$ cat src/logic/dpc_pkg.sv
// constants shared by the digipot control block
// assumes a 10 MHz core clock and a slow external nvm array
package dpc_pkg;
	// bus address and command codes
	localparam logic [3:0] DEV_ADDR_HI  = 4'h9;
	localparam logic [6:0] BCAST_ADDR   = 7'h47;
	localparam logic [7:0] GC_ADDR      = 8'h00;
	localparam logic [7:0] GC_RESET     = 8'h06;
	localparam logic [7:0] CMD_STATUS   = 8'hD0;
	localparam logic [7:0] CMD_CONFIG   = 8'hD1;
	localparam logic [7:0] CMD_PROTECT  = 8'hD3;
	localparam logic [7:0] CMD_WIPER    = 8'h21;
	localparam logic [7:0] CMD_USER1    = 8'h25;
	localparam logic [7:0] CMD_USER2    = 8'h26;
	// field positions
	localparam int ST_USER_FLAG = 15;
	localparam int ST_FACT_FLAG = 14;
	localparam int ST_BUSY      = 13;
	localparam int CF_LOCK      = 13;
	localparam int CF_PDN_LO    = 3;
	localparam int CF_REF_EN    = 2;
	localparam int CF_SPAN_LO   = 0;
	localparam int PR_KEY_LO    = 12;
	localparam int PR_SOFT_LO   = 2;
	localparam int PR_RECALL    = 1;
	localparam int PR_STORE     = 0;
	localparam int DATA_LO      = 4;
	// key codes
	localparam logic [3:0] KEY_SOFT     = 4'hA;
	localparam logic [3:0] KEY_UNLOCK   = 4'h5;
	// factory reset values and fixed codes
	localparam logic [1:0] PDN_HIZ      = 2'h2;
	localparam logic [1:0] PDN_ON       = 2'h0;
	localparam logic [7:0] WIPER_RST    = 8'h00;
	localparam logic [1:0] SPAN_RST     = 2'h0;
	localparam logic [9:0] CRC_POLY     = 10'h233;
	localparam logic [7:0] IDENT_CODE   = 8'h00; // arbitrary value
	// timing
	localparam int CLK_KHZ      = 10_000;
	localparam int POR_DELAY_MS = 30;
	localparam int POR_CYC      = POR_DELAY_MS * CLK_KHZ;
	localparam int NVM_OP_CYC   = 16;
	// persistent image: lock, pdn, ref, span, wiper, user1, user2
	localparam int IMG_W        = 30;
endpackage

$ cat src/logic/dpc_sync.sv
// two-stage synchroniser for asynchronous pins
// assumes inputs change without regard to clock_i
`timescale 1ns/1ps
module dpc_sync
	import dpc_pkg::*;
#(
	parameter int W = 1
)(
	input  wire logic         clock_i,
	input  wire logic         rst_n_i,
	input  wire logic [W-1:0] d_i,
	output logic      [W-1:0] q_o
);
	logic [W-1:0] meta_r;

	// first stage feeds only the second
	always_ff @(posedge clock_i or negedge rst_n_i)
	begin
		if (!rst_n_i)
		begin
			meta_r <= '1;
			q_o    <= '1;
		end
		else
		begin
			meta_r <= d_i;
			q_o    <= meta_r;
		end
	end
endmodule

$ cat src/logic/dpc_crc10.sv
// combinational crc over a data word, msb first, zero seed
// assumes the caller registers the result where timing needs it
`timescale 1ns/1ps
module dpc_crc10
	import dpc_pkg::*;
#(
	parameter int DW = 16
)(
	input  wire logic [DW-1:0] data_i,
	output logic      [9:0]    crc_o
);
	// bitwise shift through the generator
	always_comb
	begin
		logic [9:0] c;
		c = '0;
		for (int i = DW - 1; i >= 0; i--)
		begin
			if (c[9] ^ data_i[i])
				c = {c[8:0], 1'b0} ^ CRC_POLY;
			else
				c = {c[8:0], 1'b0};
		end
		crc_o = c;
	end
endmodule

$ cat src/logic/dpc_top.sv
// digipot control: i2c target, register file, nvm sequencing
// assumes an external nvm array presenting images and taking writes
`timescale 1ns/1ps
module dpc_top
	import dpc_pkg::*;
#(
	parameter int POR_CYCLES = POR_CYC,
	parameter int OP_CYCLES  = NVM_OP_CYC
)(
	input  wire logic             clock_i,
	input  wire logic             rst_n_i,
	input  wire logic             scl_i,
	input  wire logic             sda_i,
	output logic                  sda_o,
	output logic                  sda_oe_o,
	input  wire logic             addr_strap_pin_i,
	input  wire logic [IMG_W-1:0] nvm_user_i,
	input  wire logic [9:0]       nvm_user_crc_i,
	input  wire logic [15:0]      nvm_fact_i,
	input  wire logic [9:0]       nvm_fact_crc_i,
	output logic                  nvm_wr_o,
	output logic [IMG_W-1:0]      nvm_wdata_o,
	output logic [9:0]            nvm_wcrc_o,
	output logic [7:0]            wiper_setting_o,
	output logic [1:0]            output_shutdown_select_o,
	output logic                  amp_off_o,
	output logic                  out_gnd_10k_o,
	output logic                  ref_en_o,
	output logic [1:0]            span_o,
	output logic                  bus_ready_o,
	output logic                  user_nvm_integrity_flag_o,
	output logic                  factory_nvm_integrity_flag_o,
	output logic                  persistent_mem_in_progress_o
);
	// refuse cycle counts that the 20-bit timer cannot hold
	if (POR_CYCLES < 1 || OP_CYCLES < 1 || POR_CYCLES >= 2**20 || OP_CYCLES >= 2**20)
	begin : g_bad_cycles
		$error("dpc_top: bad cycle parameters");
	end

	typedef enum logic [2:0] {I_IDLE, I_RX, I_ACK, I_TX, I_RACK} dpc_i2c_t;
	typedef enum logic [1:0] {P_LOAD, P_WAIT, P_RUN, P_OP} dpc_ctl_t;

	dpc_i2c_t st_r;
	dpc_ctl_t ps_r;
	logic [2:0] pin_s, pin_p;
	logic scl_rise, scl_fall, start_det, stop_det;
	logic [3:0] cnt_r;
	logic [7:0] sh_r, ptr_r, hi_r, tx_r;
	logic [1:0] idx_r;
	logic rd_r, gc_r, txlo_r, mack_r, gc_fire_r, wr_go_r;
	logic strap_ne_scl_r, strap_ne_sda_r, strap_hi_r;
	logic [15:0] wr_data_r, rd_w;
	logic lock_r, ref_r, bypass_r, ufl_r, ffl_r, rel_r, soft_r;
	logic [1:0] pdn_r, span_r;
	logic [7:0] wiper_r, user1_r, user2_r;
	logic [19:0] tmr_r;
	logic [IMG_W-1:0] img_now;
	logic [9:0] crc_user, crc_fact, crc_now;
	logic user_bad, fact_bad, wr_ok;

	// read view of the register file
	function automatic logic [15:0] rd_word(input logic [7:0] p);
		logic [15:0] w;
		w = '0;
		if (p == CMD_STATUS)
		begin
			w[ST_USER_FLAG] = ufl_r;
			w[ST_FACT_FLAG] = ffl_r;
			w[ST_BUSY]      = (ps_r == P_OP);
			w[7:0]          = IDENT_CODE;
		end
		else if (p == CMD_CONFIG)
		begin
			w[CF_LOCK] = lock_r;
			w[CF_PDN_LO +: 2] = pdn_r;
			w[CF_REF_EN] = ref_r;
			w[CF_SPAN_LO +: 2] = span_r;
		end
		else if (p == CMD_WIPER)
			w[DATA_LO +: 8] = wiper_r;
		else if (p == CMD_USER1)
			w[DATA_LO +: 8] = user1_r;
		else if (p == CMD_USER2)
			w[DATA_LO +: 8] = user2_r;
		return w;
	endfunction

	// word the transmitter serves for the current pointer
	always_comb
	begin
		rd_w = rd_word(ptr_r);
	end

	// pins: scl, sda, strap through two flops
	dpc_sync #(.W(3)) u_sync (
		.clock_i (clock_i),
		.rst_n_i (rst_n_i),
		.d_i     ({scl_i, sda_i, addr_strap_pin_i}),
		.q_o     (pin_s)
	);

	// crc checks of both images and of the live image
	assign img_now = {lock_r, pdn_r, ref_r, span_r, wiper_r, user1_r, user2_r};
	dpc_crc10 #(.DW(IMG_W)) u_crc_user (.data_i(nvm_user_i), .crc_o(crc_user));
	dpc_crc10 #(.DW(16))    u_crc_fact (.data_i(nvm_fact_i), .crc_o(crc_fact));
	dpc_crc10 #(.DW(IMG_W)) u_crc_now  (.data_i(img_now),    .crc_o(crc_now));
	assign user_bad = (crc_user != nvm_user_crc_i);
	assign fact_bad = (crc_fact != nvm_fact_crc_i);

	// previous pin levels for edge finding
	always_ff @(posedge clock_i or negedge rst_n_i)
	begin
		if (!rst_n_i)
			pin_p <= '1;
		else
			pin_p <= pin_s;
	end
	assign scl_rise  = pin_s[2] & ~pin_p[2];
	assign scl_fall  = ~pin_s[2] & pin_p[2];
	assign start_det = pin_s[2] & pin_p[2] & pin_p[1] & ~pin_s[1];
	assign stop_det  = pin_s[2] & pin_p[2] & ~pin_p[1] & pin_s[1];

	// strap follows gnd, vdd, sda or scl during the address byte
	always_ff @(posedge clock_i or negedge rst_n_i)
	begin
		if (!rst_n_i)
		begin
			strap_ne_scl_r <= 1'b0;
			strap_ne_sda_r <= 1'b0;
			strap_hi_r     <= 1'b0;
		end
		else if (start_det)
		begin
			strap_ne_scl_r <= 1'b0;
			strap_ne_sda_r <= 1'b0;
			strap_hi_r     <= pin_s[0];
		end
		else if (st_r == I_RX && idx_r == 2'd0)
		begin
			strap_ne_scl_r <= strap_ne_scl_r | (pin_s[0] != pin_s[2]);
			strap_ne_sda_r <= strap_ne_sda_r | (pin_s[0] != pin_s[1]);
			strap_hi_r     <= strap_hi_r | pin_s[0];
		end
	end

	// own address from fixed bits and strap
	function automatic logic [6:0] own_addr(input logic ne_scl, input logic ne_sda, input logic hi);
		logic [2:0] lo;
		lo = !ne_scl ? 3'd3 : !ne_sda ? 3'd2 : hi ? 3'd1 : 3'd0;
		return {DEV_ADDR_HI, lo};
	endfunction

	// i2c target engine, same at every scl rate
	always_ff @(posedge clock_i or negedge rst_n_i)
	begin
		if (!rst_n_i)
		begin
			st_r <= I_IDLE;
			cnt_r <= '0;
			sh_r <= '0;
			idx_r <= '0;
			ptr_r <= '0;
			hi_r <= '0;
			tx_r <= '0;
			rd_r <= 1'b0;
			gc_r <= 1'b0;
			txlo_r <= 1'b0;
			mack_r <= 1'b0;
			gc_fire_r <= 1'b0;
			wr_go_r <= 1'b0;
			wr_data_r <= '0;
			sda_oe_o <= 1'b0;
		end
		else
		begin
			gc_fire_r <= 1'b0;
			wr_go_r <= 1'b0;
			if (!bus_ready_o || stop_det)
			begin
				st_r <= I_IDLE;
				sda_oe_o <= 1'b0;
			end
			else if (start_det)
			begin
				st_r <= I_RX;
				cnt_r <= '0;
				idx_r <= '0;
				sda_oe_o <= 1'b0;
			end
			else
			begin
				case (st_r)
					I_RX:
					begin
						if (scl_rise)
						begin
							sh_r <= {sh_r[6:0], pin_s[1]};
							cnt_r <= cnt_r + 4'd1;
						end
						else if (scl_fall && cnt_r == 4'd8)
						begin
							st_r <= I_ACK;
							sda_oe_o <= 1'b1;
							if (idx_r == 2'd0)
							begin
								rd_r <= sh_r[0];
								gc_r <= (sh_r == GC_ADDR);
								if (!(sh_r[7:1] == own_addr(strap_ne_scl_r, strap_ne_sda_r, strap_hi_r)
									|| sh_r == GC_ADDR || sh_r == {BCAST_ADDR, 1'b0}))
								begin
									st_r <= I_IDLE;
									sda_oe_o <= 1'b0;
								end
							end
							else if (idx_r == 2'd1)
							begin
								ptr_r <= sh_r;
								if (gc_r && sh_r != GC_RESET)
								begin
									st_r <= I_IDLE;
									sda_oe_o <= 1'b0;
								end
							end
							else if (idx_r == 2'd2)
								hi_r <= sh_r;
							else
								wr_data_r <= {hi_r, sh_r};
						end
					end
					I_ACK:
					begin
						if (scl_rise && gc_r && idx_r == 2'd1)
							gc_fire_r <= 1'b1;
						else if (scl_fall)
						begin
							cnt_r <= '0;
							idx_r <= (idx_r == 2'd3) ? 2'd2 : idx_r + 2'd1;
							st_r <= I_RX;
							sda_oe_o <= 1'b0;
							if (idx_r == 2'd3)
								wr_go_r <= 1'b1;
							if (rd_r)
							begin
								tx_r <= rd_w[7:0];
								sh_r <= rd_w[15:8];
								txlo_r <= 1'b0;
								sda_oe_o <= ~rd_w[15];
								st_r <= I_TX;
							end
						end
					end
					I_TX:
					begin
						if (scl_fall)
						begin
							cnt_r <= cnt_r + 4'd1;
							if (cnt_r == 4'd7)
							begin
								st_r <= I_RACK;
								sda_oe_o <= 1'b0;
							end
							else
							begin
								sh_r <= {sh_r[6:0], 1'b0};
								sda_oe_o <= ~sh_r[6];
							end
						end
					end
					I_RACK:
					begin
						if (scl_rise)
							mack_r <= ~pin_s[1];
						else if (scl_fall)
						begin
							cnt_r <= '0;
							st_r <= I_IDLE;
							if (mack_r && !txlo_r)
							begin
								sh_r <= tx_r;
								txlo_r <= 1'b1;
								sda_oe_o <= ~tx_r[7];
								st_r <= I_TX;
							end
						end
					end
					default:
						st_r <= I_IDLE;
				endcase
			end
		end
	end

	// a write lands unless busy, or locked without the unlock key; protect stays reachable
	assign wr_ok = (ps_r == P_RUN) && (!lock_r || bypass_r || ptr_r == CMD_PROTECT);

	// register file and nvm sequencing
	always_ff @(posedge clock_i or negedge rst_n_i)
	begin
		if (!rst_n_i)
		begin
			ps_r <= P_LOAD;
			tmr_r <= '0;
			lock_r <= 1'b0;
			pdn_r <= PDN_HIZ;
			ref_r <= 1'b0;
			span_r <= SPAN_RST;
			wiper_r <= WIPER_RST;
			user1_r <= '0;
			user2_r <= '0;
			bypass_r <= 1'b0;
			ufl_r <= 1'b0;
			ffl_r <= 1'b0;
			rel_r <= 1'b0;
			soft_r <= 1'b0;
			nvm_wr_o <= 1'b0;
			nvm_wdata_o <= '0;
			nvm_wcrc_o <= '0;
		end
		else
		begin
			nvm_wr_o <= 1'b0;
			soft_r <= 1'b0;
			if (gc_fire_r || soft_r)
			begin
				ps_r <= P_LOAD;
				ufl_r <= 1'b0;
				ffl_r <= 1'b0;
				bypass_r <= 1'b0;
			end
			else if (ps_r == P_LOAD)
			begin
				ufl_r <= user_bad;
				ffl_r <= fact_bad;
				if (user_bad || fact_bad)
				begin
					{lock_r, pdn_r, ref_r, span_r} <= {1'b0, PDN_HIZ, 1'b0, SPAN_RST};
					{wiper_r, user1_r, user2_r} <= {WIPER_RST, 16'h0000};
				end
				else
					{lock_r, pdn_r, ref_r, span_r, wiper_r, user1_r, user2_r} <= nvm_user_i;
				tmr_r <= 20'(POR_CYCLES);
				ps_r <= rel_r ? P_RUN : P_WAIT;
				rel_r <= 1'b0;
			end
			else if (ps_r == P_WAIT || ps_r == P_OP)
			begin
				tmr_r <= tmr_r - 20'd1;
				if (tmr_r == 20'd1)
					ps_r <= (ps_r == P_OP && rel_r) ? P_LOAD : P_RUN;
			end
			else if (wr_go_r && wr_ok)
			begin
				if (ptr_r == CMD_CONFIG)
				begin
					lock_r <= wr_data_r[CF_LOCK];
					pdn_r <= wr_data_r[CF_PDN_LO +: 2];
					ref_r <= wr_data_r[CF_REF_EN];
					span_r <= wr_data_r[CF_SPAN_LO +: 2];
				end
				else if (ptr_r == CMD_WIPER)
					wiper_r <= wr_data_r[DATA_LO +: 8];
				else if (ptr_r == CMD_USER1)
					user1_r <= wr_data_r[DATA_LO +: 8];
				else if (ptr_r == CMD_USER2)
					user2_r <= wr_data_r[DATA_LO +: 8];
				else if (ptr_r == CMD_PROTECT)
				begin
					if (wr_data_r[PR_KEY_LO +: 4] == KEY_UNLOCK)
						bypass_r <= 1'b1;
					if (wr_data_r[PR_SOFT_LO +: 4] == KEY_SOFT)
						soft_r <= 1'b1;
					else if (wr_data_r[PR_RECALL])
					begin
						rel_r <= 1'b1;
						ps_r <= P_OP;
						tmr_r <= 20'(OP_CYCLES);
					end
					else if (wr_data_r[PR_STORE] && !ffl_r)
					begin
						nvm_wr_o <= 1'b1;
						nvm_wdata_o <= img_now;
						nvm_wcrc_o <= crc_now;
						ps_r <= P_OP;
						tmr_r <= 20'(OP_CYCLES);
					end
				end
			end
		end
	end

	// registered decode of the pin-facing controls
	always_ff @(posedge clock_i or negedge rst_n_i)
	begin
		if (!rst_n_i)
		begin
			amp_off_o <= 1'b1;
			out_gnd_10k_o <= 1'b0;
			bus_ready_o <= 1'b0;
			persistent_mem_in_progress_o <= 1'b0;
			sda_o <= 1'b0;
		end
		else
		begin
			amp_off_o <= (pdn_r != PDN_ON);
			out_gnd_10k_o <= pdn_r[0];
			bus_ready_o <= (ps_r == P_RUN || ps_r == P_OP) && !gc_fire_r && !soft_r;
			persistent_mem_in_progress_o <= (ps_r == P_OP);
			sda_o <= 1'b0;
		end
	end
	assign wiper_setting_o = wiper_r;
	assign output_shutdown_select_o = pdn_r;
	assign ref_en_o = ref_r;
	assign span_o = span_r;
	assign user_nvm_integrity_flag_o = ufl_r;
	assign factory_nvm_integrity_flag_o = ffl_r;
endmodule

$ cat config.mk
export PLATFORM = sky130hd
export DESIGN_NAME = dpc_top
export DESIGN_NICKNAME = d
export VERILOG_FILES = /design/src/logic/dpc_pkg.sv /design/src/logic/dpc_sync.sv /design/src/logic/dpc_crc10.sv /design/src/logic/dpc_top.sv
export SDC_FILE = /design/constraint.sdc
export NUM_CORES = 1
export LEC_CHECK = 0
export BUFFER_PORTS_ARGS = -buffer_cell sky130_fd_sc_hd__buf_4
export CORE_MARGIN = 1.5
export CORE_UTILIZATION = 40
export CTS_CLUSTER_DIAMETER = 100
export DETAILED_ROUTE_END_ITERATION = 16
export PLACE_DENSITY_LB_ADDON = 0.1
export SYNTH_ARGS = -nofsm -noshare
export SYNTH_HDL_FRONTEND = slang
export SYNTH_SLANG_ARGS = --single-unit
$ cat constraint.sdc
create_clock -name clock_i -period 2.5 [get_ports clock_i]
set_clock_uncertainty 0.05 [all_clocks]
set_input_delay 0.25 -clock clock_i [delete_from_list [all_inputs] [get_ports clock_i]]
set_output_delay 0.25 -clock clock_i [all_outputs]
set_load 0.03 [all_outputs]
==> results_dict.tcl <==
set metrics [dict create \
    status "complete, but fails checks" \
    violations "negative setup slack" \
    setup_viol 1 \
    critPathKind "primary input to register" \
    setup_slack_ps -1.363 \
    num_io_pins 133 \
    power.switching_mw 2.170 \
    htree_num_levels 4 \
    clock-sinks 177 \
    route.detailed.drc 0 \
    p_clk_frac 0.357 \
    grt_pass1_wl_mm 46.99 \
    relSlewSlack 0.5660 \
    synth_edf_count 0 \
    max_freq_ghz 0.3998 \
    path_clk_slew_ps 70 \
    die_area_mm2 0.02716 \
    syn_avg_cell_area_um2 9.616 \
    final_nets 1409 \
    fin_area_mm2 0.01367 \
    syn-num-nets 1168 \
    worst_slew_pin_slew_ps 650.4 \
    crit_path_start_kind "primary input" \
    n_antenna_cell 0 \
    vias 8654 \
    die_h_um 164.8 \
    synth-main-ff-cell "dfrtp_1" \
    ys_seq_area_frac 0.4242 \
    cpMostUsedCell "xnor3_1" \
    drt_iter0_markers 634 \
    powerDensity_mw_per_mm2 549.9 \
    rsz0062_at_grt "yes" \
    die_width_um 164.8 \
    r2r_cells 8 \
    maxCapViolCount 0 \
    rows 59 \
    synthesis.area_mm2 0.01047 \
    arrival_ps 2780 \
    cts-root-buf "clkbuf_16" \
    first_pass_iters 5 \
    fin_crit_sh 1.001 \
    dpl_cell_area_mm2 0.01278 \
    worstReg2RegStart "ptr_r[7]$_DFFE_PN0P_" \
    path_cells "buf_8, xnor2_4, xnor3_1, xnor3_2, xnor3_1, buf_4, nor2_2, o221ai_4, nand3_2, buf_12, a31o_4" \
    grtUsageTotal 0.2256 \
    holdPathEnd "user2_r[4]$_DFFE_PN0P_" \
    areaGrowthSynthToFinish_pct 30.58 \
    synth_warnings 0 \
    cts_made_buffers 17 \
    r2r_end "user1_r[7]$_DFFE_PN0P_" \
    drive_gt1_frac 0.3105 \
    p_int_mw 5.349 \
    cts_max_path_buffers 2 \
    hp-start "nvm_user_i[4]" \
    crit_required_ps 2780 \
    dp_cells 1635 \
    rrSetupSlack_ps 20 \
    swShare 0.2886 \
    peakVddDrop_mv 0.6070 \
    ys_types 71 \
    grt_pass1_vias 8414 \
    p_leak_nw 6.464 \
    seqPwrFrac 0.384 \
    ant_nets 0 \
    hpwl_mm 22.61 \
    gp_congestion 0.8944 \
    placeableCoreArea_mm2 0.02584 \
    worstSetupEndpointType "register" \
    cp_max_fo 26 \
    async_reset_ff_frac 1.000 \
    wire_per_inst_um 17.86 \
    finalMaxSlewViolations 0 \
    holdPathStages 2 \
    hp-class "primary input to register" \
    p_comb_frac 0.260 \
    port_buffers 131 \
    min_period_ps 2501 \
    clock_latency_ps 440 \
    antenna_found_initial 0 \
    slowest_delay_ps 450 \
    ys_ff_latch 177 \
    viasPerCell 5.157 \
    start_util 0.4053 \
    final_common_cell "buf_4" \
    crit_slowest_cell "xnor3_1" \
    instances_no_fill 1678 \
    most-common-layout-cells "buf_4 (260), nand2_1 (171), dfrtp_1 (167), xnor2_1 (103), o21ai_0 (71)" \
    routed_wl_mm 29.96 \
    finalHoldViolCount 0 \
    fillers 2407 \
    grt_max_degree 54 \
    syn_inst 1089 \
    cts_tree "yes" \
    grt_overflow_total 0 \
]
## area by class of cell
cell class                 count  area (um2)  share of cell area
inverter                      36       135.1            0.009883
sequential                   177        4442              0.3249
clock inverter                14       147.6             0.01080
multi-input combinational    818        5799              0.4241
clock buffer                  18       439.2             0.03212
tap                          335       419.2             0.03066
timing repair buffer         280        2291              0.1676
## Yosys cell counts, types with 10 or more instances
library cell | n | share of area
a21oi_1 | 43 | 0.021
a31o_1 | 19 | 0.016
buf_4 | 13 | 0.0093
clkbuf_1 | 38 | 0.014
dfrtp_1 | 167 | 0.40
dfstp_2 | 10 | 0.025
inv_1 | 36 | 0.013
mux2_2 | 56 | 0.060
mux2i_1 | 17 | 0.016
nand2_1 | 171 | 0.061
nand3_1 | 21 | 0.010
nor2_1 | 71 | 0.025
nor2b_1 | 22 | 0.013
nor3_1 | 20 | 0.0096
o21ai_0 | 72 | 0.034
xnor2_1 | 109 | 0.091
xnor3_1 | 12 | 0.026
xor2_1 | 39 | 0.033
## kinds of logic after synthesis
| group | count (synthesis) | synth area share |
|---|---|---|
| fa+ha+maj | 8 | 0.009559 |
| mux | 74 | 0.07755 |
| other cells | 1 | 0.0003581 |
| xor+xnor | 167 | 0.1633 |
| flops | 177 | 0.4242 |
| simple gates | 363 | 0.1580 |
| buf+inv | 94 | 0.04158 |
| compound gates | 205 | 0.1255 |
## metal layers
layer	track usage	up-vias	wire length [um]
met5	0	-	0
met3	0.03064	22	1252
met2	0.3596	222	14080
li1	-	4221	-
met1	0.3231	4189	14280
met4	0.05569	0	346
## power groups by stage
stage / combinational [mW] / clock [mW] / sequential [mW]
after detailed placement: 1.78 / 0 / 2.94
after CTS: 1.79 / 2.74 / 2.88
after floorplan: 1.15 / 0 / 2.94
final: 1.95 / 2.68 / 2.88
after global routing: 2.09 / 2.88 / 2.88
after global placement: 1.77 / 0 / 2.94
## stage by stage
| stage | utilization | worst slack [ps] | hold WS (ps) | TNS [ps] | power [mW] |
|---|---|---|---|---|---|
| finish | 0.5292 | -1.363 | 22.25 | -1.363 | 7.519 |
| global route | 0.5292 | -99.97 | 31.25 | -2085 | 7.852 |
| CTS | 0.5199 | 5.402 | 0.09565 | 0 | 7.423 |
| detailed placement | 0.4947 | -506.1 | 199.5 | -14830 | 4.720 |
| global placement | 0.4947 | -435.9 | 209.6 | -13030 | 4.706 |
| floorplan | - | -187.9 | -95.59 | -4190 | 4.088 |
## timing repair
action                                  4_1_cts  5_1_grt
gates cloned                                  0        3
hold endpoints to repair                     47        0
hold buffers                                  4        0
pin swaps                                     1       28
endpoints found under the setup margin       32       35
setup buffers                                 0        4
gates resized for setup                       4       29
## critical path: cells and delay by family
kind                      cells  cell delay, ps
and+or+nand+nor               2             150
AOI/OAI and AO/OA             2             400
xor gates and xnor gates      4            1530
buffers and inverters         3             410
## state kept, by name, indices dropped and copies added (netlist names), 10 cells and up
name	flops
tmr_r	20
nvm_wcrc_o	10
wr_data_r	16
nvm_wdata_o	30
## worst max-delay path by stage
| stage | start | endpoint | slack (ps) | cells after the start |
|---|---|---|---|---|
| finish | nvm_user_i[13] | user2_r[1]$_DFFE_PN0P_ | -1 | 11 |
| global route | ptr_r[5]$_DFFE_PN0P_ | user2_r[4]$_DFFE_PN0P_ | -100 | 11 |
| CTS | nvm_user_i[29] | user2_r[1]$_DFFE_PN0P_ | 5 | 10 |
| detailed placement | nvm_user_i[18] | span_o[1]$_DFFE_PN0P_ | -510 | 10 |
| global placement | nvm_user_i[18] | user2_r[1]$_DFFE_PN0P_ | -440 | 10 |
| floorplan | nvm_user_i[29] | span_o[0]$_DFFE_PN0P_ | -190 | 9 |
No activity file was read; power rests on OpenSTA's default activity.
